`config.mk`:
```
export PLATFORM = sky130hd
export DESIGN_NAME = opl_loop_top
export DESIGN_NICKNAME = d
export VERILOG_FILES = /design/src/common/opl_pkg.sv /design/src/opl_loop_top.sv /design/src/opl_sync.sv /design/src/opl_tick_div.sv
export SDC_FILE = /design/constraint.sdc
export NUM_CORES = 2
export LEC_CHECK = 0
export BUFFER_PORTS_ARGS = -buffer_cell sky130_fd_sc_hd__buf_2
export CORE_MARGIN = 10
export CORE_UTILIZATION = 65
export CTS_BUF_LIST = sky130_fd_sc_hd__clkbuf_4 sky130_fd_sc_hd__clkbuf_8
export DETAILED_ROUTE_END_ITERATION = 10
export GPL_TIMING_DRIVEN = 0
export PLACE_DENSITY_LB_ADDON = 0.1
export SETUP_SLACK_MARGIN = 0.02
export SLEW_MARGIN = 20
export SYNTH_ARGS = -nofsm -noshare
export SYNTH_HDL_FRONTEND = slang
export SYNTH_HIERARCHICAL = 1
export SYNTH_SLANG_ARGS = --single-unit
```
`constraint.sdc`:
```
create_clock -name aclk -period 6.1 [get_ports aclk]
set_clock_uncertainty 0.05 [all_clocks]
set_input_delay 1.22 -clock aclk [delete_from_list [all_inputs] [get_ports aclk]]
set_output_delay 1.22 -clock aclk [all_outputs]
set_load 0.01 [all_outputs]
```
`src/common/opl_pkg.sv`:
```
package opl_pkg;
  localparam int unsigned NCH = 3;
  localparam int unsigned LOOP_DIV = 3;
  localparam int unsigned TIMING_PRESCALE = 16;
  localparam logic [7:0] REG_RESET = 8'h00;

  localparam logic [7:0] IDX_LOOP_GLOBAL_CONTROL = 8'h29;
  localparam logic [7:0] IDX_GAIN_TARGET_HI_A = 8'h2a;
  localparam logic [7:0] IDX_GAIN_TARGET_LO_A = 8'h2b;
  localparam logic [7:0] IDX_OFFSET_TARGET_HI_A = 8'h2c;
  localparam logic [7:0] IDX_OFFSET_TARGET_LO_A = 8'h2d;
  localparam logic [7:0] IDX_GAIN_TARGET_HI_B = 8'h2e;
  localparam logic [7:0] IDX_GAIN_TARGET_LO_B = 8'h2f;
  localparam logic [7:0] IDX_OFFSET_TARGET_HI_B = 8'h30;
  localparam logic [7:0] IDX_OFFSET_TARGET_LO_B = 8'h31;
  localparam logic [7:0] IDX_GAIN_TARGET_HI_C = 8'h32;
  localparam logic [7:0] IDX_GAIN_TARGET_LO_C = 8'h33;
  localparam logic [7:0] IDX_OFFSET_TARGET_HI_C = 8'h34;
  localparam logic [7:0] IDX_OFFSET_TARGET_LO_C = 8'h35;
  localparam logic [7:0] IDX_LOOP_INTERVAL_CH2 = 8'h36;
  localparam logic [7:0] IDX_LOOP_STEP_CH2 = 8'h37;
  localparam logic [7:0] IDX_LOOP_SELECT_CH2 = 8'h38;
  localparam logic [7:0] IDX_HOLE_A = 8'h39;
  localparam logic [7:0] IDX_LOOP_INTERVAL_CH1 = 8'h3a;
  localparam logic [7:0] IDX_LOOP_STEP_CH1 = 8'h3b;
  localparam logic [7:0] IDX_LOOP_SELECT_CH1 = 8'h3c;
  localparam logic [7:0] IDX_HOLE_B = 8'h3d;
  localparam logic [7:0] IDX_LOOP_INTERVAL_CH0 = 8'h3e;
  localparam logic [7:0] IDX_LOOP_STEP_CH0 = 8'h3f;
  localparam logic [7:0] IDX_LOOP_SELECT_CH0 = 8'h40;
  localparam logic [7:0] IDX_DRIVE_GAIN_HI_CH0 = 8'h41;
  localparam logic [7:0] IDX_DRIVE_GAIN_LO_CH0 = 8'h42;
  localparam logic [7:0] IDX_DRIVE_GAIN_HI_CH1 = 8'h43;
  localparam logic [7:0] IDX_DRIVE_GAIN_LO_CH1 = 8'h44;
  localparam logic [7:0] IDX_DRIVE_GAIN_HI_CH2 = 8'h45;
  localparam logic [7:0] IDX_DRIVE_GAIN_LO_CH2 = 8'h46;
  localparam logic [7:0] IDX_CLOCK_SOURCE = 8'h47;
  localparam logic [7:0] IDX_OSC_CONTROL = 8'h48;
  localparam logic [7:0] IDX_CLK_DIVIDER = 8'h49;
  localparam logic [7:0] IDX_TIA_FILTER = 8'h4a;
  localparam logic [7:0] IDX_STATUS_CH0 = 8'h50;
  localparam logic [7:0] IDX_FIRST = IDX_LOOP_GLOBAL_CONTROL;
  localparam logic [7:0] IDX_LAST = IDX_TIA_FILTER;
  localparam int unsigned NREG = 34;

  localparam logic [NCH-1:0][7:0] IDX_TGT_HI = {IDX_GAIN_TARGET_HI_C, IDX_GAIN_TARGET_HI_B, IDX_GAIN_TARGET_HI_A};
  localparam logic [NCH-1:0][7:0] IDX_TGT_LO = {IDX_GAIN_TARGET_LO_C, IDX_GAIN_TARGET_LO_B, IDX_GAIN_TARGET_LO_A};
  localparam logic [NCH-1:0][7:0] IDX_INTV = {IDX_LOOP_INTERVAL_CH2, IDX_LOOP_INTERVAL_CH1, IDX_LOOP_INTERVAL_CH0};
  localparam logic [NCH-1:0][7:0] IDX_STEP = {IDX_LOOP_STEP_CH2, IDX_LOOP_STEP_CH1, IDX_LOOP_STEP_CH0};
  localparam logic [NCH-1:0][7:0] IDX_SEL = {IDX_LOOP_SELECT_CH2, IDX_LOOP_SELECT_CH1, IDX_LOOP_SELECT_CH0};
  localparam logic [NCH-1:0][7:0] IDX_MAN_HI = {IDX_DRIVE_GAIN_HI_CH2, IDX_DRIVE_GAIN_HI_CH1, IDX_DRIVE_GAIN_HI_CH0};
  localparam logic [NCH-1:0][7:0] IDX_MAN_LO = {IDX_DRIVE_GAIN_LO_CH2, IDX_DRIVE_GAIN_LO_CH1, IDX_DRIVE_GAIN_LO_CH0};

  localparam int unsigned SEL_PD_LSB = 1;
  localparam int unsigned SEL_DEC_LSB = 5;
  localparam int unsigned STEP1_LSB = 6;
  localparam int unsigned STEP2_LSB = 4;
  localparam int unsigned DIVF_LSB = 0;
  localparam int unsigned LEN1_LSB = 6;
  localparam int unsigned LEN2_LSB = 4;
  localparam int unsigned LEN3_LSB = 2;
  localparam int unsigned DSTART_LSB = 0;
  localparam int unsigned TDIV_LSB = 4;
  localparam int unsigned EXT_CLK_BIT = 3;
  localparam logic [1:0] PD_OFF = 2'b11;

  localparam logic [3:0][7:0] LEN1_TAB = {8'hff, 8'h3f, 8'h0f, 8'h00};
  localparam logic [3:0][7:0] LEN23_TAB = {8'h7f, 8'h3f, 8'h1f, 8'h00};
  localparam logic [3:0][3:0] DIVF_TAB = {4'hf, 4'h3, 4'h1, 4'h0};
  localparam logic [3:0][7:0] DSTART_TAB = {8'hc0, 8'h80, 8'h40, 8'h00};
  localparam logic [7:0][10:0] TDIV_TAB = {11'h7ff, 11'h3ff, 11'h1ff, 11'h0ff, 11'h00f, 11'h003, 11'h001, 11'h000};

  localparam logic [1:0] RESP_OKAY = 2'b00;
  localparam logic [1:0] RESP_SLVERR = 2'b10;

  typedef enum logic [2:0] {
    PH_IDLE  = 3'b000,
    PH_ONE   = 3'b001,
    PH_TWO   = 3'b011,
    PH_THREE = 3'b010,
    PH_FOUR  = 3'b110
  } opl_phase_e;
endpackage

```
`src/opl_loop_top.sv`:
```
// The implementer's own choice: register access over AXI4-Lite.
`timescale 1ns/10ps
module opl_loop_top
  import opl_pkg::*;
#(
  parameter int unsigned AW = 12
)(
  input  wire logic                  aclk,
  input  wire logic                  aresetn,
  input  wire logic [AW-1:0]         s_axi_awaddr,
  input  wire logic [2:0]            s_axi_awprot,
  input  wire logic                  s_axi_awvalid,
  output logic                       s_axi_awready,
  input  wire logic [31:0]           s_axi_wdata,
  input  wire logic [3:0]            s_axi_wstrb,
  input  wire logic                  s_axi_wvalid,
  output logic                       s_axi_wready,
  output logic [1:0]                 s_axi_bresp,
  output logic                       s_axi_bvalid,
  input  wire logic                  s_axi_bready,
  input  wire logic [AW-1:0]         s_axi_araddr,
  input  wire logic [2:0]            s_axi_arprot,
  input  wire logic                  s_axi_arvalid,
  output logic                       s_axi_arready,
  output logic [31:0]                s_axi_rdata,
  output logic [1:0]                 s_axi_rresp,
  output logic                       s_axi_rvalid,
  input  wire logic                  s_axi_rready,
  input  wire logic [NCH-1:0]        color_on_input,
  input  wire logic [NCH-1:0]        sense_below,
  input  wire logic [NCH-1:0]        sense_above,
  output logic [NCH-1:0][11:0]       channel_drive_current,
  output logic [NCH-1:0][12:0]       target_code,
  output logic [1:0]                 tia_filter_select,
  output logic [1:0]                 clock_source_select,
  output logic [3:0]                 osc_control,
  output logic                       ext_timing_clock_en,
  output logic                       timing_tick
);
  typedef struct packed {
    opl_phase_e      ph;
    logic [7:0]      icnt;
    logic [7:0]      tcnt;
    logic [3:0]      dcnt;
    logic [1:0][1:0] pipe;
    logic [7:0]      dec;
    logic [1:0]      dpol;
    logic [11:0]     gain;
    logic [12:0]     tgt;
    logic [1:0]      sel;
  } opl_ch_s;

  typedef struct packed {
    logic [NREG-1:0][7:0] regs;
    logic                 aw_v;
    logic                 aw_ok;
    logic [7:0]           aw_i;
    logic                 w_v;
    logic [7:0]           w_d;
    logic                 w_s;
    logic                 b_v;
    logic                 b_e;
    logic                 r_v;
    logic                 r_e;
    logic [31:0]          r_d;
    logic [NCH-1:0]       on_p;
    opl_ch_s [NCH-1:0]    ch;
  } opl_top_s;

  opl_top_s q;
  opl_top_s d;

  if (AW < 10) begin : g_chk
    $error("opl_loop_top: AW must be at least 10");
  end

  function automatic logic [5:0] slot(input logic [7:0] i);
    logic [7:0] s;
    s = i - IDX_FIRST;
    return s[5:0];
  endfunction

  function automatic logic [7:0] rget(input logic [NREG-1:0][7:0] r, input logic [7:0] i);
    return r[slot(i)];
  endfunction

  function automatic logic rw_hit(input logic [7:0] i);
    return i >= IDX_FIRST && i <= IDX_LAST && i != IDX_HOLE_A && i != IDX_HOLE_B;
  endfunction

  function automatic logic [7:0] ph_len(input opl_phase_e p, input logic [7:0] c);
    unique case (p)
      PH_ONE:   return LEN1_TAB[c[LEN1_LSB +: 2]];
      PH_TWO:   return LEN23_TAB[c[LEN2_LSB +: 2]];
      PH_THREE: return LEN23_TAB[c[LEN3_LSB +: 2]];
      default:  return 8'h00;
    endcase
  endfunction

  // Skips intervals programmed to zero length
  function automatic opl_phase_e ph_next(input opl_phase_e p, input logic [7:0] c);
    opl_phase_e n;
    n = p;
    for (int k = 0; k < 3; k++) begin
      if (n != PH_FOUR && (k == 0 || ph_len(n, c) == 8'h00)) begin
        n = (n == PH_ONE) ? PH_TWO : (n == PH_TWO) ? PH_THREE : PH_FOUR;
      end
    end
    return n;
  endfunction

  function automatic logic [11:0] sat_step(input logic [11:0] g, input logic [3:0] s, input logic up);
    logic [12:0] t;
    t = up ? {1'b0, g} + {9'h000, s} : {1'b0, g} - {9'h000, s};
    if (t[12]) return up ? 12'hfff : 12'h000;
    return t[11:0];
  endfunction

  logic [3*NCH-1:0] sy;
  logic [NCH-1:0]   on_s;
  logic [NCH-1:0]   pb;
  logic [NCH-1:0]   pa;
  logic             lt;
  logic             t16;
  logic             multi;
  logic [7:0]       gbl;

  // Comparator and color-on pins are asynchronous to aclk
  opl_sync #(.W(3*NCH)) u_sync (
    .aclk     (aclk),
    .aresetn  (aresetn),
    .async_in ({sense_above, sense_below, color_on_input}),
    .sync_out (sy)
  );

  assign on_s = sy[NCH-1:0];
  assign pb   = sy[2*NCH-1:NCH];
  assign pa   = sy[3*NCH-1:2*NCH];

  opl_tick_div #(.W(2)) u_loop_div (
    .aclk    (aclk),
    .aresetn (aresetn),
    .in_tick (1'b1),
    .limit   (2'(LOOP_DIV - 1)),
    .tick    (lt)
  );

  opl_tick_div #(.W(4)) u_pre16 (
    .aclk    (aclk),
    .aresetn (aresetn),
    .in_tick (1'b1),
    .limit   (4'(TIMING_PRESCALE - 1)),
    .tick    (t16)
  );

  opl_tick_div #(.W(11)) u_tdiv (
    .aclk    (aclk),
    .aresetn (aresetn),
    .in_tick (t16),
    .limit   (TDIV_TAB[q.regs[slot(IDX_CLK_DIVIDER)][TDIV_LSB +: 3]]),
    .tick    (timing_tick)
  );

  assign gbl   = rget(q.regs, IDX_LOOP_GLOBAL_CONTROL);
  assign multi = (on_s[0] & on_s[1]) | (on_s[0] & on_s[2]) | (on_s[1] & on_s[2]);

  assign s_axi_awready = !q.aw_v && !q.b_v;
  assign s_axi_wready  = !q.w_v && !q.b_v;
  assign s_axi_bvalid  = q.b_v;
  assign s_axi_bresp   = q.b_e ? RESP_SLVERR : RESP_OKAY;
  assign s_axi_arready = !q.r_v;
  assign s_axi_rvalid  = q.r_v;
  assign s_axi_rdata   = q.r_d;
  assign s_axi_rresp   = q.r_e ? RESP_SLVERR : RESP_OKAY;

  always_comb begin
    logic [7:0]  sr;
    logic [7:0]  pr;
    logic [7:0]  ir;
    logic [7:0]  ai;
    logic [7:0]  si;
    logic [8:0]  nd;
    logic [3:0]  step;
    logic [1:0]  pol;
    logic [1:0]  ps;
    logic        rise;
    logic        fall;
    logic        off;
    logic        ctk;
    logic        mis;
    logic        apply;
    sr = '0;
    pr = '0;
    ir = '0;
    nd = '0;
    step = 4'h1;
    pol = '0;
    ps = '0;
    rise = 1'b0;
    fall = 1'b0;
    off = 1'b0;
    ctk = 1'b0;
    mis = 1'b0;
    apply = 1'b0;
    d = q;
    ai = s_axi_araddr[9:2];
    si = ai - IDX_STATUS_CH0;
    if (s_axi_awready && s_axi_awvalid) begin
      d.aw_v  = 1'b1;
      d.aw_i  = s_axi_awaddr[9:2];
      d.aw_ok = (s_axi_awaddr >> 10) == '0;
    end
    if (s_axi_wready && s_axi_wvalid) begin
      d.w_v = 1'b1;
      d.w_d = s_axi_wdata[7:0];
      d.w_s = s_axi_wstrb[0];
    end
    // Address and data may land in either order
    if (q.aw_v && q.w_v) begin
      d.aw_v = 1'b0;
      d.w_v  = 1'b0;
      d.b_v  = 1'b1;
      d.b_e  = !(q.aw_ok && rw_hit(q.aw_i));
      if (q.aw_ok && rw_hit(q.aw_i) && q.w_s) d.regs[slot(q.aw_i)] = q.w_d;
    end
    if (q.b_v && s_axi_bready) d.b_v = 1'b0;
    if (q.r_v && s_axi_rready) d.r_v = 1'b0;
    if (s_axi_arready && s_axi_arvalid) begin
      d.r_v = 1'b1;
      d.r_e = 1'b0;
      d.r_d = '0;
      if ((s_axi_araddr >> 10) != '0) d.r_e = 1'b1;
      else if (rw_hit(ai)) d.r_d = {24'h000000, rget(q.regs, ai)};
      else if (si < 8'(NCH)) d.r_d = {16'h0000, q.on_p[si[1:0]], q.ch[si[1:0]].ph, q.ch[si[1:0]].gain};
      else d.r_e = 1'b1;
    end

    for (int i = 0; i < NCH; i++) begin
      sr = rget(q.regs, IDX_SEL[i]);
      pr = rget(q.regs, IDX_STEP[i]);
      ir = rget(q.regs, IDX_INTV[i]);
      rise = on_s[i] && !q.on_p[i];
      fall = !on_s[i] && q.on_p[i];
      off = sr[SEL_PD_LSB +: 2] == PD_OFF;
      ctk = 1'b0;
      apply = 1'b0;
      ps = q.ch[i].sel;
      pol = q.ch[i].pipe[1];
      mis = pol == 2'b01 || pol == 2'b10;
      nd = 9'h001 << sr[SEL_DEC_LSB +: 3];
      unique case (q.ch[i].ph)
        PH_ONE:  step = 4'h1 << pr[STEP1_LSB +: 2];
        PH_TWO:  step = 4'h1 << pr[STEP2_LSB +: 2];
        default: step = 4'h1;
      endcase
      if (rise) begin
        d.ch[i].ph   = (ph_len(PH_ONE, ir) != 8'h00) ? PH_ONE : ph_next(PH_ONE, ir);
        d.ch[i].icnt = '0;
        d.ch[i].tcnt = '0;
        d.ch[i].dcnt = '0;
        d.ch[i].pipe = '0;
        d.ch[i].dec  = '0;
        d.ch[i].tgt  = {q.regs[slot(IDX_TGT_HI[i])][4:0], rget(q.regs, IDX_TGT_LO[i])};
        d.ch[i].sel  = sr[SEL_PD_LSB +: 2];
      end else if (fall) begin
        d.ch[i].ph = PH_IDLE;
      end else if (lt && q.ch[i].ph != PH_IDLE) begin
        if (q.ch[i].tcnt != 8'hff) d.ch[i].tcnt = q.ch[i].tcnt + 8'h01;
        // Division may kick in mid-interval
        if (q.ch[i].tcnt < DSTART_TAB[ir[DSTART_LSB +: 2]] || q.ch[i].dcnt >= DIVF_TAB[pr[DIVF_LSB +: 2]]) begin
          ctk = 1'b1;
          d.ch[i].dcnt = '0;
        end else begin
          d.ch[i].dcnt = q.ch[i].dcnt + 4'h1;
        end
        if (ctk) begin
          d.ch[i].pipe[0] = {pb[ps], pa[ps]};
          d.ch[i].pipe[1] = q.ch[i].pipe[0];
          if (!mis) begin
            d.ch[i].dec = '0;
          end else if (sr[SEL_DEC_LSB +: 3] == 3'h0) begin
            apply = 1'b1;
          end else if (pol != q.ch[i].dpol || q.ch[i].dec == 8'h00) begin
            d.ch[i].dec  = 8'h01;
            d.ch[i].dpol = pol;
          end else if ({1'b0, q.ch[i].dec} + 9'h001 >= nd) begin
            apply = 1'b1;
            d.ch[i].dec = '0;
          end else begin
            d.ch[i].dec = q.ch[i].dec + 8'h01;
          end
          if (q.ch[i].ph != PH_FOUR) begin
            if ({1'b0, q.ch[i].icnt} + 9'h001 >= {1'b0, ph_len(q.ch[i].ph, ir)}) begin
              d.ch[i].ph   = ph_next(q.ch[i].ph, ir);
              d.ch[i].icnt = '0;
            end else begin
              d.ch[i].icnt = q.ch[i].icnt + 8'h01;
            end
          end
        end
      end
      if (off) begin
        d.ch[i].gain = {q.regs[slot(IDX_MAN_HI[i])][3:0], rget(q.regs, IDX_MAN_LO[i])};
      end else if (apply && !multi && !gbl[i]) begin
        // Below target raises the code; a zero target means dark
        d.ch[i].gain = (q.ch[i].tgt == 13'h0000) ? 12'h000 : sat_step(q.ch[i].gain, step, pol[1]);
      end
    end
    d.on_p = on_s;
  end

  always_ff @(posedge aclk) begin
    if (!aresetn) begin
      q <= '0;
      q.regs <= {NREG{REG_RESET}};
    end else begin
      q <= d;
    end
  end

  for (genvar g = 0; g < NCH; g++) begin : g_out
    assign channel_drive_current[g] = q.ch[g].gain;
    assign target_code[g] = q.ch[g].tgt;
  end

  assign tia_filter_select   = q.regs[slot(IDX_TIA_FILTER)][1:0];
  assign clock_source_select = q.regs[slot(IDX_CLOCK_SOURCE)][1:0];
  assign osc_control         = q.regs[slot(IDX_OSC_CONTROL)][3:0];
  assign ext_timing_clock_en = gbl[EXT_CLK_BIT];

  logic        off0;
  logic [11:0] man0;
  logic [12:0] treg0;
  logic [7:0]  step0;
  logic [7:0]  intv0;
  assign off0  = q.regs[slot(IDX_SEL[0])][SEL_PD_LSB +: 2] == PD_OFF;
  assign man0  = {q.regs[slot(IDX_MAN_HI[0])][3:0], rget(q.regs, IDX_MAN_LO[0])};
  assign treg0 = {q.regs[slot(IDX_TGT_HI[0])][4:0], rget(q.regs, IDX_TGT_LO[0])};
  assign step0 = rget(q.regs, IDX_STEP[0]);
  assign intv0 = rget(q.regs, IDX_INTV[0]);
endmodule // opl_loop_top

```
`src/opl_sync.sv`:
```
`timescale 1ns/10ps
module opl_sync #(
  parameter int unsigned W = 1
)(
  input  wire logic         aclk,
  input  wire logic         aresetn,
  input  wire logic [W-1:0] async_in,
  output logic      [W-1:0] sync_out
);
  typedef struct packed {
    logic [W-1:0] s1;
    logic [W-1:0] s2;
  } opl_sync_s;

  opl_sync_s q;
  opl_sync_s d;

  if (W < 1) begin : g_chk
    $error("opl_sync: W must be at least 1");
  end

  always_comb begin
    d = q;
    d.s1 = async_in;
    d.s2 = q.s1;
  end

  always_ff @(posedge aclk) begin
    if (!aresetn) q <= '0;
    else q <= d;
  end

  assign sync_out = q.s2;
endmodule // opl_sync

```
`src/opl_tick_div.sv`:
```
`timescale 1ns/10ps
module opl_tick_div #(
  parameter int unsigned W = 4
)(
  input  wire logic         aclk,
  input  wire logic         aresetn,
  input  wire logic         in_tick,
  input  wire logic [W-1:0] limit,
  output logic              tick
);
  typedef struct packed {
    logic [W-1:0] cnt;
  } opl_div_s;

  opl_div_s q;
  opl_div_s d;

  if (W < 1) begin : g_chk
    $error("opl_tick_div: W must be at least 1");
  end

  // Compare with >= so a lowered limit never strands the counter
  assign tick = in_tick && (q.cnt >= limit);

  always_comb begin
    d = q;
    if (in_tick) d.cnt = tick ? '0 : q.cnt + 1'b1;
  end

  always_ff @(posedge aclk) begin
    if (!aresetn) q <= '0;
    else q <= d;
  end
endmodule // opl_tick_div

```
==> reports/summary.md <==
Setup violations remaining at the end of the flow were counted as 0. The post-CTS setup-driven buffer insertion count was 0; the post-layout minimum cycle time was 5030 ps. For this block, the routed nets add up to 108000 um of wire.

The filler cells instantiated in the layout total 3688. Along the worst path, the maximum fanout reaches 10. The first detailed-routing pass took 6 iterations. The logs give 34.9% for the sequential cell area fraction in the yosys report and 3 for the number of levels the H-tree was split into. Across all layers, the routed design uses 29200 vias. The layout net count was 4094.

The count of pins on the block boundary was 208. The worst setup path is launched from a primary input. Routability-driven placement finished with a final weighted congestion of 1.02. Counting flops and latches in the post-synthesis netlist gives 549. The worst hold path belongs to the class flop to flop. Summed over all failing endpoints, the final setup total negative slack is 0 ps.

Leaving out fill and tap cells, the most frequent cells in the layout are 549 x dfxtp_1, 548 x nand2_1, 358 x mux2i_1, 302 x nor2_1, 193 x buf_2. The wire-length estimate of the detail-placed layout is 80600 um. The number of max-slew violations in the final report is 0. After the first detailed-routing iteration, the DRC count stood at 3425.

In the final routed layout, each cell accounts on average for 23.7 um. For this run the aggregate overflow at the end of global routing stands at 0. Across the VDD grid, the largest voltage drop is 0.219 mV.

The number of hold buffers added after CTS was 0. The clock sink count came out at 549. Measured along the y axis, the die boundary spans 240 um.

In the synthesized netlist the async set-or-reset flop fraction comes to 0%. Power spread over the standard cell area amounts to 217 nW/um2. In the routed design, unresolved DRC markers number 0. The clock reaches the later pin of the worst-skew pair after 720 ps. STA puts the critical path data arrival time at 5550 ps. The max capacitance violation total is 0, and the count of input and output buffers is 151. The final hold violation count came out at 0.

The tools report the number of antenna violations at the first check in global routing as 6. The core outline area is 47800 um2, and the via count of the first global-routing pass is 27600. The tools report the post-layout instance area as 35000 um2.

The die covers 57600 um2. The area growth from synthesis to layout is 11.2%. CTS placed an instance of clkbuf_8 at the clock tree root. Setup slack on the worst reg-to-reg path comes out at 1310 ps. The area of the mapped netlist is 31500 um2. Setup repair after global routing left no endpoint under its margin. Yosys printed 6 warnings. Maximum clock insertion buffer count: 3.

Dividing the detail-routed via count by the number of cells gives 6.42. The placed cell area was 33100 um2; the CTS buffer count was 91. The first global-routing pass estimated 160000 um of wire.

Of the available clock period, the critical path in the final layout requires 82.5%. Data on the critical path is required at its endpoint by 6620 ps. Entering global routing, the biggest net connects 26 pins. After clock tree synthesis, the clock-pin slew on the worst setup and hold paths is 70 ps.

Share of layout cells above drive strength 1: 16.4%. Post-CTS repair changed the size of 0 cells. The number of distinct library cell variants in the gate-level netlist after synthesis came out at 104. The effective utilization at floorplan is 65.8%. The leading cell type in the layout, fill and taps excluded is dfxtp_1. Flip-flop cell with the highest count after synthesis: dfxtp_1. The worst setup path is of the primary input to flop kind.

The run finished with clean final reports. The cell count after synthesis was 3587; the slew at the pin closest to its max-slew limit was 1330 ps. TritonCTS built the clock tree. The tools report the global router's overall resource usage as 36.0%.

In this run, synthesis inferred 0 flip-flops with an integrated enable. Once detail routing completed, the nets flagged for antenna violations numbered 0. The worst slew slack as a fraction of its limit was 11.3%; the chip width was 240 um. Timing would allow up to 199 MHz.

The cell leakage power was 14.6 nW; the average size of a mapped cell was 8.77 um2. The initialized floorplan defines 80 standard-cell rows. The worst setup path is captured at a flop.
cells by family (layout without fill, tap and decap cells):
group	after synthesis	in the layout	share of synthesized area [%]
buf+inv	420	730	6.69
simple gates	1339	1339	20.5
xor+xnor	105	105	2.92
other cells	2	34	0.0239
flops	549	549	34.9
compound gates	585	585	12.4
mux	435	435	16.4
fa+ha+maj	152	152	6.12
through the flow:
step / std cells / hold WS, ps / util [%] / setup slack, ps / total power [W]
2_1_floorplan: 3615 / 376 / - / 2230 / 0.00406
3_3_place_gp: 4381 / 377 / 69.2 / 574 / 0.00425
3_5_place_dp: 4382 / 384 / 69.2 / 544 / 0.00427
4_1_cts: 4540 / 395 / 73.1 / 1280 / 0.00756
5_1_grt: 4540 / 403 / 73.1 / 1040 / 0.00776
6_report: 4544 / 391 / 73.1 / 1070 / 0.00759
power by group:
group	switching, W	leakage [nW]	total [W]	internal (W)
Combinational	0.000420	9.17	0.000580	0.000160
Clock	0.00155	0.994	0.00337	0.00182
Sequential	0.0000240	4.43	0.00363	0.00361
layout make-up:
| cell class | instances | area [um2] | share of cell area (%) |
|---|---|---|---|
| sequential | 549 | 11000 | 31.4 |
| antenna | 4 | 10.0 | 0.0286 |
| buffer | 322 | 1740 | 4.97 |
| multi-input combinational | 2646 | 18500 | 52.9 |
| inverter | 98 | 368 | 1.05 |
| clock inverter | 21 | 148 | 0.422 |
| timing repair buffer | 152 | 761 | 2.18 |
| tap | 615 | 769 | 2.20 |
| clock buffer | 137 | 1700 | 4.87 |
sequential cells by signal (all words and copies together) (netlist names), named ones only:
name and count:
channel_drive_current 36, clock_source_select 2, gbl 8, intv0 8, man0 12, osc_control 4
q 370, s_axi_bvalid 1, s_axi_rdata 16, s_axi_rvalid 1, step0 8, target_code 39
tia_filter_select 2, u_loop_div/q 2, u_pre16/q 4, u_sync/d 9, u_sync/sync_out 9, u_tdiv/q 11
routing by layer:
metal / track usage (%) / up-vias / wire (um)
met5: 0 / - / 11
met2: 54.7 / 1878 / 46300
met1: 46.5 / 13800 / 42100
li1: - / 13100 / -
met3: 8.09 / 380 / 12700
met4: 21.0 / 2 / 6610
Yosys cell counts, types with 46 or more instances:
master / count / area, um2
a21oi_1: 153 / 766
and3_1: 56 / 350
mux2i_1: 358 / 3580
xnor2_1: 59 / 517
nor2_1: 302 / 1130
a31oi_1: 62 / 388
nand2_1: 548 / 2060
ha_1: 149 / 1860
inv_1: 96 / 360
xor2_1: 46 / 403
mux4_2: 64 / 1440
dfxtp_1: 549 / 11000
buf_4: 123 / 923
o21ai_0: 84 / 420
nor3_1: 48 / 240
clkbuf_1: 143 / 537
nand3_1: 84 / 420
worst max-delay path: stages:
cell	delay, ps
buf_2	130
buf_2	320
buf_2	440
inv_1	240
ha_1	410
buf_2	320
buf_1	670
buf_1	850
mux4_2	460
nand2_1	100
a21oi_1	60
o21ai_1	170
o211ai_1	130
final timing paths:
check,startpoint,endpoint,cells after the start
worst max-delay path,s_axi_araddr[2],s_axi_rdata[0]$_SDFFE_PN0P_,13
worst min-delay path,u_sync/d[2]$_SDFF_PN0_,u_sync/sync_out[2]$_SDFF_PN0_,1
worst max register to register,q[127]$_SDFFE_PN0P_,channel_drive_current[15]$_SDFFE_PN0P_,15
worst min register to register,u_sync/d[2]$_SDFF_PN0_,u_sync/sync_out[2]$_SDFF_PN0_,1
No activity file was read; power rests on OpenSTA's default activity.
